## config.mk

```make
export PLATFORM = sky130hd
export DESIGN_NAME = cpl_top
export DESIGN_NICKNAME = d
export VERILOG_FILES = /design/src/rtl/cpl_pkg.sv /design/src/rtl/cpl_top.sv
export VERILOG_INCLUDE_DIRS = /design/src /design/src/rtl
export SDC_FILE = /design/constraint.sdc
export NUM_CORES = 1
export LEC_CHECK = 0
export ABC_CLOCK_PERIOD_IN_PS = 2900
export BUFFER_PORTS_ARGS = -buffer_cell sky130_fd_sc_hd__buf_2
export CAP_MARGIN = 20
export CORE_MARGIN = 3
export CORE_UTILIZATION = 44
export CTS_CLUSTER_DIAMETER = 100
export DETAILED_ROUTE_END_ITERATION = 16
export GPL_TIMING_DRIVEN = 0
export PLACE_DENSITY = 0.75
export SLEW_MARGIN = 20
export SYNTH_ARGS = -nofsm -noshare
export SYNTH_HDL_FRONTEND = slang
export SYNTH_SLANG_ARGS = --single-unit
```

## constraint.sdc

```tcl
create_clock -name i_clk -period 2.9 [get_ports i_clk]
set_input_delay 0.58 -clock i_clk [delete_from_list [all_inputs] [get_ports i_clk]]
set_output_delay 0.58 -clock i_clk [all_outputs]
set_load 0.01 [all_outputs]
```

## src/rtl/cpl_cfg.svh

```systemverilog
// register offsets, field positions, reset values for the cpu priority level block
`ifndef CPL_CFG_SVH
`define CPL_CFG_SVH
`define CPL_ADDR_STATUS 4'h0
`define CPL_ADDR_CORE 4'h1
`define CPL_ADDR_FLAGS 4'h2
`define CPL_ADDR_INTCTL 4'h3
`define CPL_ADDR_MASK 4'h4
`define CPL_ADDR_REQ 4'h5
`define CPL_ADDR_GRANT 4'h6
`define CPL_PRI_LSB 5
`define CPL_PRI_MSB 7
`define CPL_HIGH_BIT 3
`define CPL_NEST_BIT 15
`define CPL_RTC_BIT 14
`define CPL_DMA5_BIT 13
`define CPL_CODEC_EV_BIT 12
`define CPL_CODEC_ER_BIT 11
`define CPL_FLAGS_USED 16'h7800
`define CPL_RST_WORD 16'h0000
`endif

```

## src/rtl/cpl_pkg.sv

```systemverilog
// types for the cpu priority level block
package cpl_pkg;
  typedef logic [15:0] cpl_word_t;
  typedef logic [3:0] cpl_addr_t;
  typedef logic [3:0] cpl_level_t;
  typedef logic [2:0] cpl_field_t;
endpackage

```

## src/rtl/cpl_top.sv

```systemverilog
// cpu priority level status and interrupt flag status register block
`timescale 1ns/1ps
`include "cpl_cfg.svh"

// How it works
// - three bit priority field in status 7:5
// - high bit joins field as level msb
// - high bit set blocks every user interrupt
// - nesting disable makes priority field read only
// - high bit shows level above seven; clear-only
// - rtc and dma5 flags set on request
// - codec event and error flags set
// - unused flag bits read zero, ignore writes
module cpl_top (
  input wire logic i_clk,
  input wire logic i_rst_b,
  input wire cpl_pkg::cpl_addr_t i_addr,
  input wire cpl_pkg::cpl_word_t i_wdata,
  input wire logic i_wr,
  input wire logic i_rd,
  output cpl_pkg::cpl_word_t o_rdata,
  input wire logic i_rtc_req,
  input wire logic i_dma5_req,
  input wire logic i_codec_ev_req,
  input wire logic i_codec_er_req,
  input wire logic i_user_req,
  input wire cpl_pkg::cpl_level_t i_user_pri,
  output logic o_user_take,
  output cpl_pkg::cpl_level_t o_level,
  output logic o_irq
);
  import cpl_pkg::*;

  // overview of the block:
  // the effective level is the high bit placed over the three bit field
  // a user request is taken only when its priority beats that level
  // and the high bit is clear; the high bit alone blocks every user request
  // the field ignores software writes while nesting is disabled
  // the high bit has no set source here, so software can only clear it
  // event pins are asynchronous and pass two flops before the edge detect
  // a level that stays high raises its flag once, on its rising edge only
  // every flag is sticky until software writes a one to that flag
  // a hardware set in the same cycle as a clear wins over the clear,
  // so an event landing on a clear is never lost
  // the interrupt line is registered from the next flag value so it
  // moves on the same edge as the flag itself
  // the mask has the flag layout; unused positions never hold a one
  // reads answer one cycle after the read strobe and are zero otherwise
  // unmapped indices read zero; writes to them are dropped
  // all outputs come straight from flops and are zero during reset

  ////////////////////////////////////////////////////////////////////////////
  // state
  cpl_field_t pri_field; // cpu priority field
  logic high_bit; // priority high bit
  logic nesting_disable; // interrupt control one bit 15
  cpl_word_t flags; // interrupt flag status three
  cpl_word_t mask; // interrupt enable mask
  cpl_level_t req_pri; // priority of the synchronised user request, mirrored one cycle late
  logic req_pend; // pending software-visible request
  logic [2:0] rtc_s; // rtc pin synchroniser and edge stage
  logic [2:0] dma_s; // dma5 pin synchroniser and edge stage
  logic [2:0] cev_s; // codec event pin synchroniser and edge stage
  logic [2:0] cer_s; // codec error pin synchroniser and edge stage
  logic [1:0] ureq_s; // user request synchroniser
  cpl_level_t upri_s0, upri_s1; // user priority synchroniser
  cpl_word_t next_flags; // flags after set and clear
  cpl_level_t level; // effective level
  logic take; // user interrupt accepted

  // write decode
  // one strobe per writable register; the read path decodes the index itself
  // the request and level views are read only, writes there are dropped
  wire wr_status = i_wr && (i_addr == `CPL_ADDR_STATUS);
  wire wr_core = i_wr && (i_addr == `CPL_ADDR_CORE);
  wire wr_flags = i_wr && (i_addr == `CPL_ADDR_FLAGS);
  wire wr_intctl = i_wr && (i_addr == `CPL_ADDR_INTCTL);
  wire wr_mask = i_wr && (i_addr == `CPL_ADDR_MASK);

  ////////////////////////////////////////////////////////////////////////////
  // synchronisers for event pins
  // stage 0 may go metastable and is read only by stage 1
  // stage 2 is an extra flop kept for the edge detector
  // the user priority word is held stable by its source while requested,
  // so its two flop copy settles together with the request bit
  always_ff @(posedge i_clk or negedge i_rst_b) begin
    if (!i_rst_b) begin
      rtc_s <= 3'h0;
      dma_s <= 3'h0;
      cev_s <= 3'h0;
      cer_s <= 3'h0;
      ureq_s <= 2'h0;
      upri_s0 <= 4'h0;
      upri_s1 <= 4'h0;
    end else begin
      rtc_s <= {rtc_s[1], rtc_s[0], i_rtc_req};
      dma_s <= {dma_s[1], dma_s[0], i_dma5_req};
      cev_s <= {cev_s[1], cev_s[0], i_codec_ev_req};
      cer_s <= {cer_s[1], cer_s[0], i_codec_er_req};
      ureq_s <= {ureq_s[0], i_user_req};
      upri_s0 <= i_user_pri;
      upri_s1 <= upri_s0;
    end
  end

  // rising edges of synchronised requests (stages 1 and 2 only)
  // stages reset low like the idle pins, so no false edge follows reset
  // a pin held high sets its flag once; it must drop before the next event
  wire rtc_ev = rtc_s[1] & ~rtc_s[2];
  wire dma_ev = dma_s[1] & ~dma_s[2];
  wire cev_ev = cev_s[1] & ~cev_s[2];
  wire cer_ev = cer_s[1] & ~cer_s[2];

  ////////////////////////////////////////////////////////////////////////////
  // effective level and acceptance
  // the compare is unsigned over four bits, so levels 8 to 15 sit above
  // every priority of 7 or less; the high bit test also covers the case
  // where a priority of 15 would otherwise beat level 14
  always_comb begin
    level = {high_bit, pri_field};
    // high bit blocks all, else strictly above level
    take = ureq_s[1] && !high_bit && (upri_s1 > level);
  end

  ////////////////////////////////////////////////////////////////////////////
  // priority field, write ignored under nesting disable
  // only bits 7:5 of the status word are kept here
  // a write in the cycle that sets nesting disable still lands
  always_ff @(posedge i_clk or negedge i_rst_b) begin
    if (!i_rst_b) begin
      pri_field <= 3'h0;
    end else if (wr_status && !nesting_disable) begin
      pri_field <= i_wdata[`CPL_PRI_MSB:`CPL_PRI_LSB];
    end
  end

  // high bit: software may only clear it
  // no exception entry is modelled, so nothing in hardware sets it;
  // writing a one to bit 3 is ignored, writing a zero clears it
  always_ff @(posedge i_clk or negedge i_rst_b) begin
    if (!i_rst_b) begin
      high_bit <= 1'b0;
    end else if (wr_core && !i_wdata[`CPL_HIGH_BIT]) begin
      high_bit <= 1'b0;
    end
  end

  // nesting disable control
  // only bit 15 of interrupt control one is kept
  always_ff @(posedge i_clk or negedge i_rst_b) begin
    if (!i_rst_b) begin
      nesting_disable <= 1'b0;
    end else if (wr_intctl) begin
      nesting_disable <= i_wdata[`CPL_NEST_BIT];
    end
  end

  // mask register, same layout as flags
  // unused positions are dropped on write so they read zero too
  always_ff @(posedge i_clk or negedge i_rst_b) begin
    if (!i_rst_b) begin
      mask <= `CPL_RST_WORD;
    end else if (wr_mask) begin
      mask <= i_wdata & `CPL_FLAGS_USED;
    end
  end

  ////////////////////////////////////////////////////////////////////////////
  // flag status: write one clears, hardware set wins
  // the clear is applied first and the sets after it, so a set and a
  // clear of the same flag in one cycle leave the flag high
  always_comb begin
    next_flags = flags;
    if (wr_flags) begin
      next_flags = flags & ~(i_wdata & `CPL_FLAGS_USED);
    end
    if (rtc_ev) begin
      next_flags[`CPL_RTC_BIT] = 1'b1;
    end
    if (dma_ev) begin
      next_flags[`CPL_DMA5_BIT] = 1'b1;
    end
    if (cev_ev) begin
      next_flags[`CPL_CODEC_EV_BIT] = 1'b1;
    end
    if (cer_ev) begin
      next_flags[`CPL_CODEC_ER_BIT] = 1'b1;
    end
  end

  always_ff @(posedge i_clk or negedge i_rst_b) begin
    if (!i_rst_b) begin
      flags <= `CPL_RST_WORD;
    end else begin
      flags <= next_flags;
    end
  end

  // software-visible request view
  // mirrors the synchronised request and its priority one cycle late,
  // so software can see what the acceptance logic is comparing
  always_ff @(posedge i_clk or negedge i_rst_b) begin
    if (!i_rst_b) begin
      req_pend <= 1'b0;
      req_pri <= 4'h0;
    end else begin
      req_pend <= ureq_s[1];
      req_pri <= upri_s1;
    end
  end

  ////////////////////////////////////////////////////////////////////////////
  // outputs and read port
  // every output is a flop; the irq flop follows next_flags so it
  // rises and falls on the same edge as the flag it reports
  always_ff @(posedge i_clk or negedge i_rst_b) begin
    if (!i_rst_b) begin
      o_user_take <= 1'b0;
      o_level <= 4'h0;
      o_irq <= 1'b0;
    end else begin
      o_user_take <= take;
      o_level <= level;
      o_irq <= |(next_flags & mask);
    end
  end

  always_ff @(posedge i_clk or negedge i_rst_b) begin
    if (!i_rst_b) begin
      o_rdata <= `CPL_RST_WORD;
    end else if (i_rd) begin
      unique case (i_addr)
        `CPL_ADDR_STATUS: o_rdata <= {8'h00, pri_field, 5'h00};
        `CPL_ADDR_CORE: o_rdata <= {12'h000, high_bit, 3'h0};
        `CPL_ADDR_FLAGS: o_rdata <= flags & `CPL_FLAGS_USED;
        `CPL_ADDR_INTCTL: o_rdata <= {nesting_disable, 15'h0000};
        `CPL_ADDR_MASK: o_rdata <= mask;
        `CPL_ADDR_REQ: o_rdata <= {11'h000, req_pend, req_pri};
        `CPL_ADDR_GRANT: o_rdata <= {12'h000, level};
        default: o_rdata <= `CPL_RST_WORD;
      endcase
    end else begin
      o_rdata <= `CPL_RST_WORD;
    end
  end

  ////////////////////////////////////////////////////////////////////////////
  // assertions
  // each property watches state the block drives; reset quiets them all

  // field writes, the nesting lock and the level join
  field_locked_a: assert property (@(posedge i_clk) disable iff (!i_rst_b)
    nesting_disable |=> $stable(pri_field))
    else $error("priority field changed while nesting disabled");
  field_write_a: assert property (@(posedge i_clk) disable iff (!i_rst_b)
    (wr_status && !nesting_disable) |=> pri_field == $past(i_wdata[7:5]))
    else $error("priority field write lost");
  level_join_a: assert property (@(posedge i_clk) disable iff (!i_rst_b)
    ##1 o_level == {$past(high_bit), $past(pri_field)})
    else $error("level not high bit over field");
  high_level_a: assert property (@(posedge i_clk) disable iff (!i_rst_b)
    ##1 (o_level > 4'h7) == $past(high_bit))
    else $error("level above seven disagrees with high bit");

  // acceptance gating
  high_block_a: assert property (@(posedge i_clk) disable iff (!i_rst_b)
    high_bit |=> !o_user_take)
    else $error("user interrupt taken with high bit set");
  high_noset_a: assert property (@(posedge i_clk) disable iff (!i_rst_b)
    !high_bit |=> !high_bit)
    else $error("high bit became set");
  take_req_a: assert property (@(posedge i_clk) disable iff (!i_rst_b)
    o_user_take |-> $past(ureq_s[1]))
    else $error("take without a pending request");

  // flag set, clear, unused bits, irq line and strict take
  dma_set_a: assert property (@(posedge i_clk) disable iff (!i_rst_b)
    dma_ev |=> flags[13])
    else $error("dma flag not set");
  rtc_clear_a: assert property (@(posedge i_clk) disable iff (!i_rst_b)
    (wr_flags && i_wdata[14] && !rtc_ev) |=> !flags[14])
    else $error("rtc flag not cleared by a one");
  codec_clear_a: assert property (@(posedge i_clk) disable iff (!i_rst_b)
    (wr_flags && i_wdata[12] && !cev_ev) |=> !flags[12])
    else $error("codec event flag not cleared by a one");
  irq_level_a: assert property (@(posedge i_clk) disable iff (!i_rst_b)
    ##1 o_irq == |(flags & $past(mask)))
    else $error("irq line disagrees with masked flags");
  unused_flags_a: assert property (@(posedge i_clk) disable iff (!i_rst_b)
    (flags & ~16'h7800) == 16'h0000)
    else $error("unused flag bit set");
  rtc_set_a: assert property (@(posedge i_clk) disable iff (!i_rst_b)
    rtc_ev |=> flags[14] && flags[13] >= $past(dma_ev))
    else $error("rtc or dma flag not set");
  codec_set_a: assert property (@(posedge i_clk) disable iff (!i_rst_b)
    (cev_ev || cer_ev) |=> (flags[12] || !$past(cev_ev)) && (flags[11] || !$past(cer_ev)))
    else $error("codec flag not set");
  unused_zero_a: assert property (@(posedge i_clk) disable iff (!i_rst_b)
    (i_rd && i_addr == 4'h2) |=> (o_rdata & ~16'h7800) == 16'h0000)
    else $error("unused flag bits not zero");
  strict_take_a: assert property (@(posedge i_clk) disable iff (!i_rst_b)
    o_user_take |-> $past(upri_s1) > $past(level))
    else $error("take without strictly higher priority");
endmodule

```

==> impl_metrics.env, run 1 <==
export IMPL_clock_path_buffers=2
export IMPL_netlist_instances=143
export IMPL_setup_viol_count_final=0
export IMPL_maxCapViolations=0
export IMPL_fp_dieH_microns=74.0
export IMPL_synth_seq_area_share_pct=70.2
export IMPL_power_mw=1.79
export IMPL_rsz0062_at_grt="no"
export IMPL_setup_tns_final_ns=0
export IMPL_cts_tree="yes"
export IMPL_start_util_pct=46.0
export IMPL_cp_arrival_ns=1.69
export IMPL_ys_warn_count=0
export IMPL_multiInputGateArea_sq_um=529
export IMPL_slew_headroom_pct=54.4
export IMPL_async_flop_share_pct=100
export IMPL_ir_drop_mv=0.416
export IMPL_syn2layout_area_growth_pct=23.3
export IMPL_finalNetCount=233
export IMPL_start_kind="primary input"
export IMPL_diodes=0
export IMPL_synth_ff_type="dfrtp_1"
export IMPL_post_route_period_util_pct=51.2
export IMPL_die_area_sq_um=5470
export IMPL_fin_hold_ws_ns=0.294
export IMPL_outcome="completed"
export IMPL_period_minus_slack_ns=1.48
export IMPL_ctsResizeCount=0
export IMPL_clock_skew_ns=0.0115
export IMPL_hold_violations=0
export IMPL_r2r_cells=6
export IMPL_die_x_microns=74.0
export IMPL_cts_root_buf="clkbuf_8"
export IMPL_powerDensity_nw_per_um2=715
export IMPL_r2r_end="o_user_take"
export IMPL_antenna_found_initial=0
export IMPL_num_rows=24
export IMPL_first_pass_iters=5
export IMPL_io_buffers=40
export IMPL_pre_cts_ws_ns=1.09
export IMPL_fill_cells=362
export IMPL_setup_ws_ns=1.42
export IMPL_final_common_cell="dfrtp_1"
export IMPL_routabilityCongestion=0.731
export IMPL_hp_class="in2async"
export IMPL_synth_edf_count=0
export IMPL_clkTransAtPathRegs_ns=0.06
export IMPL_grt_max_degree=58
export IMPL_p_leak_nw=1.26
export IMPL_timing_fmax_ghz=0.674
export IMPL_ys_seq_elements=57
export IMPL_max_slew_worst_pin_slew_ns=0.683
export IMPL_end_kind="flop"
export IMPL_grtUsageTotal_pct=13.5
export IMPL_cts_sinks=57
export IMPL_grt_ovfl_total=0
export IMPL_critPathMaxFanout=6
export IMPL_rrSetupSlack_ns=1.46
export IMPL_vias=1199
export IMPL_mostFrequentLayoutCells="dfrtp_1 (57), buf_2 (40), clkbuf_8 (11)"
export IMPL_coreArea_sq_um=4410
export IMPL_ios=55
export IMPL_ant_nets=0
export IMPL_synth_area_sq_um=2030
export IMPL_grt_pass1_wl_microns=5260
export IMPL_critPathKind="in2reg"
export IMPL_insertion_delay_ns=0.33
export IMPL_synth_distinct_cells=31
export IMPL_cts_hold_buf=0
export IMPL_drt_iter0_drc=89
export IMPL_cts_buffers=9
export IMPL_seqCellArea_sq_um=1430
export IMPL_routed_wl_microns=3280
export IMPL_synth_avg_cell_area_sq_um=14.2
export IMPL_first_global_vias=1124
export IMPL_post_cts_buffers=0
export IMPL_cp_required_ns=3.11
export IMPL_drc=0
export IMPL_viasPerCell=4.74
export IMPL_dp_hpwl_microns=2330
export IMPL_drive_above_1_share_pct=34.8
export IMPL_wl_per_cell_microns=13.0
export IMPL_slew_violations=0
export IMPL_worstReg2RegStart="pri_field[1]"
export IMPL_htree_levels=3
synthesized netlist by cell type (all sizes together) (2+ instances only):
library cell	instances	area share, %
a22oi	7	2.6
nand2	6	1.5
o21ai	5	1.2
nor2b	7	2.2
inv	8	1.5
or2	4	1.2
nor4b	2	1.6
nor4	2	0.62
a31oi	4	1.2
and2	3	0.92
mux2	8	5.2
nand3	2	0.49
buf	7	2.8
dfrtp	57	70
nor2	9	1.7
ha	3	1.8
metrics by stage:
step / util [%] / cell area (sq um) / cells
6_report: 56.8 / 2510 / 253
5_1_grt: 56.8 / 2510 / 253
2_1_floorplan: - / 2040 / 146
3_3_place_gp: 52.3 / 2310 / 238
4_1_cts: 56.8 / 2510 / 253
3_5_place_dp: 52.4 / 2310 / 238
how the worst max path moves through the flow:
stage                        end         start  slack (ns)  cells past startpoint
floorplan               mask[11]     i_addr[1]        1.27                      4
global placement    pri_field[0]     i_addr[2]        1.12                      4
detailed placement  pri_field[2]     i_addr[2]        1.09                      4
CTS                 pri_field[2]     i_addr[2]        1.44                      4
global route         o_user_take  pri_field[1]        1.36                      6
finish              pri_field[2]     i_addr[2]        1.42                      4
registers in the layout, summed over array words and instances, names as in the netlist, 2 cells and up:
| register | flops |
|---|---|
| o_rdata | 13 |
| flags | 4 |
| mask | 4 |
| req_pri | 4 |
| upri_s0 | 4 |
| upri_s1 | 4 |
| cer_s | 3 |
| cev_s | 3 |
| dma_s | 3 |
| o_level | 3 |
| pri_field | 3 |
| rtc_s | 3 |
| ureq_s | 2 |
power breakdown:
group          switching, mW  internal, mW  leakage, nW
clock network          0.284         0.436        0.102
registers             0.0393         0.860        0.689
logic                 0.0876        0.0839        0.473
critical path: stages:
cell and delay [ns]:
buf_2 0.14, nor3b_2 0.39, nand2_1 0.22, mux2_1 0.37
cell type report:
cell class	instances	area share [%]
flip-flops and latches	57	56.9
multi-input cells	74	21.1
repair buffers	40	8.09
clock buffers	12	6.19
well taps	52	2.60
plain buffers	7	2.30
clock inverters	3	1.60
inverters	8	1.20
layer usage:
layer / GRT usage [%] / vias up / share of wire [%]
li1: - / 580 / -
met1: 17.5 / 560 / 44
met2: 17.9 / 45 / 44
met3: 6.35 / 14 / 8.8
met4: 9.46 / 0 / 3.4
met5: 0 / - / 0
logic make-up after synthesis:
| logic type | share of synthesized area, % |
|---|---|
| flip-flops | 70.2 |
| AND/OR/NAND/NOR | 12.0 |
| AO/OA/AOI/OAI | 5.85 |
| buffers and inverters | 4.31 |
| multiplexers | 5.17 |
| adder cells (fa/ha/maj) | 1.85 |
| other | 0.185 |
| XOR/XNOR | 0.431 |
Power figures use the tool's default switching activity.
==> inputs of run 2 (changes only) <==
- ABC_AREA: unset -> 1
- ABC_CLOCK_PERIOD_IN_PS: 2900 -> 1300
- PLACE_DENSITY: 0.75 -> 0.77
- clock period: 2.9 -> 1.3 ns (I/O delays scaled with it)
==> run 2 against run 1 <==
  * Cell count rose by 9.9%
  * Hold slack got worse by 0.25 ns
  * Clock skew fell by 0.0078 ns
  * Die area did not move
  * Global-route usage rose by 0.060 points
==> impl_metrics.env, run 2 <==
export IMPL_synthMuxAreaShare_pct=2.96
export IMPL_wl_per_cell_microns=11.5
export IMPL_async_flop_share_pct=100
export IMPL_synth_top_family_by_area="simple AND/OR/NAND/NOR gates"
export IMPL_vias=1266
export IMPL_antenna_found_initial=0
export IMPL_synth_compound_area_share_pct=3.57
export IMPL_syn2layout_area_growth_pct=24.3
export IMPL_diodes=0
export IMPL_pre_cts_ws_ns=-0.0235
export IMPL_synth_fa_ha_area_share_pct=1.85
export IMPL_critPathKind="reg2reg"
export IMPL_p_leak_nw=1.29
export IMPL_setup_ws_ns=0.0979
export IMPL_synth_ff_type="dfrtp_1"
export IMPL_insertion_delay_ns=0.32
export IMPL_ant_nets=0
export IMPL_slew_headroom_pct=54.9
export IMPL_cts_root_buf="clkbuf_8"
export IMPL_fin_hold_ws_ns=0.0442
export IMPL_synth_top_area_share_pct=70.2
export IMPL_fp_dieH_microns=74.0
export IMPL_max_slew_worst_pin_slew_ns=0.677
export IMPL_clkTransAtPathRegs_ns=0.06
export IMPL_critPathMaxFanout=3
export IMPL_netlist_instances=165
export IMPL_cts_buffers=9
export IMPL_routabilityCongestion=0.889
export IMPL_routed_wl_microns=3210
export IMPL_hold_violations=0
export IMPL_grt_pass1_wl_microns=5380
export IMPL_ys_seq_elements=57
export IMPL_ys_warn_count=0
export IMPL_synth_distinct_cells=23
export IMPL_synth_xor_area_share_pct=0
export IMPL_end_kind="flop"
export IMPL_cp_arrival_ns=1.41
export IMPL_synth_avg_cell_area_sq_um=12.3
export IMPL_synth_common_cells="dfrtp_1 (57), nand2_1 (22), inv_1 (16)"
export IMPL_first_global_vias=1207
export IMPL_post_route_period_util_pct=92.5
export IMPL_timing_fmax_ghz=0.832
export IMPL_clock_path_buffers=2
export IMPL_dp_hpwl_microns=2220
export IMPL_start_kind="flop"
export IMPL_regMostFlops="o_rdata"
export IMPL_drive_above_1_share_pct=35.8
export IMPL_hp_class="in2reg"
export IMPL_mostFrequentLayoutCells="dfrtp_1 (57), buf_2 (41), nand2_1 (22)"
export IMPL_start_util_pct=46.0
export IMPL_outcome="completed"
export IMPL_setup_viol_count_final=0
export IMPL_grtUsageTotal_pct=13.6
export IMPL_power_mw=3.75
export IMPL_viasPerCell=4.55
export IMPL_die_x_microns=74.0
export IMPL_io_buffers=42
export IMPL_coreArea_sq_um=4410
export IMPL_synth_seq_area_share_pct=70.2
export IMPL_num_rows=24
export IMPL_synth_simple_area_share_pct=15.0
export IMPL_clock_skew_ns=0.00372
export IMPL_drt_iter0_drc=82
export IMPL_grt_max_degree=58
export IMPL_ios=55
export IMPL_drc=0
export IMPL_yosys_area_top_type="dfrtp_1"
export IMPL_htree_levels=3
export IMPL_post_place_cells=262
export IMPL_cp_required_ns=1.51
export IMPL_yosysMostFrequentCell="dfrtp_1"
export IMPL_fin_util_pct=57.2
export IMPL_first_pass_iters=4
export IMPL_slew_violations=0
export IMPL_rsz0062_at_grt="no"
export IMPL_fill_cells=367
export IMPL_grt_ovfl_total=0
export IMPL_finalNetCount=260
export IMPL_period_minus_slack_ns=1.20
export IMPL_largest_reg_flops=13
export IMPL_ir_drop_mv=0.621
export IMPL_die_area_sq_um=5470
export IMPL_fin_cells=278
export IMPL_synth_edf_count=0
export IMPL_cts_tree="yes"
export IMPL_powerDensity_nw_per_um2=1480
export IMPL_final_common_cell="dfrtp_1"
export IMPL_yosys_top_cells_area="dfrtp_1 (70%), nand2_1 (4.1%), a21oi_1 (3.0%)"
export IMPL_synth_area_sq_um=2030
export IMPL_maxCapViolations=0
export IMPL_cts_sinks=57
-- run 2: changes by cell type in the layout (fill, tap and decap cells not counted), moves of 6 or more --
cell | before | now
nand3_1 | 2 | 10
nor2b_1 | 7 | 0
nand4_1 | 1 | 8
nand2_1 | 5 | 22
a21oi_1 | 0 | 11
inv_1 | 8 | 14
a22oi_1 | 7 | 0
-- run 2: layer usage --
layer	routed length [microns]	GRT usage [%]
met1	1430	17.2
met2	1490	19.4
met3	205	3.65
met4	82	11.5
met5	0	0
-- run 2: what timing repair did --
action | CTS | global route
hold buffers | 1 | 0
endpoints found under the hold margin | 16 | 0
resized for setup | 0 | 5
endpoints found under the setup margin | 0 | 1
buffers inserted | 0 | 2
-- run 2: layout make-up --
cell class	instances	area (sq um)	area share [%]
sequential	57	1430	56.5
multi-input combinational	85	519	20.6
timing repair buffer	45	238	9.42
clock buffer	12	145	5.75
inverter	19	73.8	2.92
tap	52	65.1	2.58
buffer	7	52.6	2.08
clock inverter	1	5.00	0.198
-- run 2: power by group --
| part | internal, mW | switching (mW) |
|---|---|---|
| logic | 0.214 | 0.244 |
| clock network | 0.708 | 0.580 |
| registers | 1.92 | 0.0771 |
-- run 2: logic make-up after synthesis --
family / count (synthesis)
and+or+nand+nor: 60
DFF: 57
buffers and inverters: 26
AOI/OAI and AO/OA: 14
muxes: 4
adders and majority gates: 3
other: 1
-- run 2: critical path, cell delays in order, from the launching register on --
cell and delay (ns):
dfrtp_1 0.39, inv_2 0.10, ha_4 0.21, a21oi_2 0.12
o21bai_1 0.06, a21oi_1 0.15, nor2_1 0.05
-- run 2: metrics by stage --
stage | setup TNS, ns | area, sq um
finish | 0 | 2520
global route | 0 | 2520
CTS | 0 | 2480
detailed placement | -0.0743 | 2320
global placement | -1.70 | 2320
floorplan | 0 | 2040
-- run 2: final timing paths --
kind	from	end	slack, ns	cells past startpoint
hold / removal	i_dma5_req	dma_s[0]	0.04	1
hold reg to reg	dma_s[0]	dma_s[1]	0.35	0
min in group asynchronous	i_rst_b	rtc_s[0]	0.51	2
setup reg to reg	pri_field[1]	o_user_take	0.1	6
max in group asynchronous	i_rst_b	upri_s0[2]	0.33	2
setup / recovery	pri_field[1]	o_user_take	0.1	6
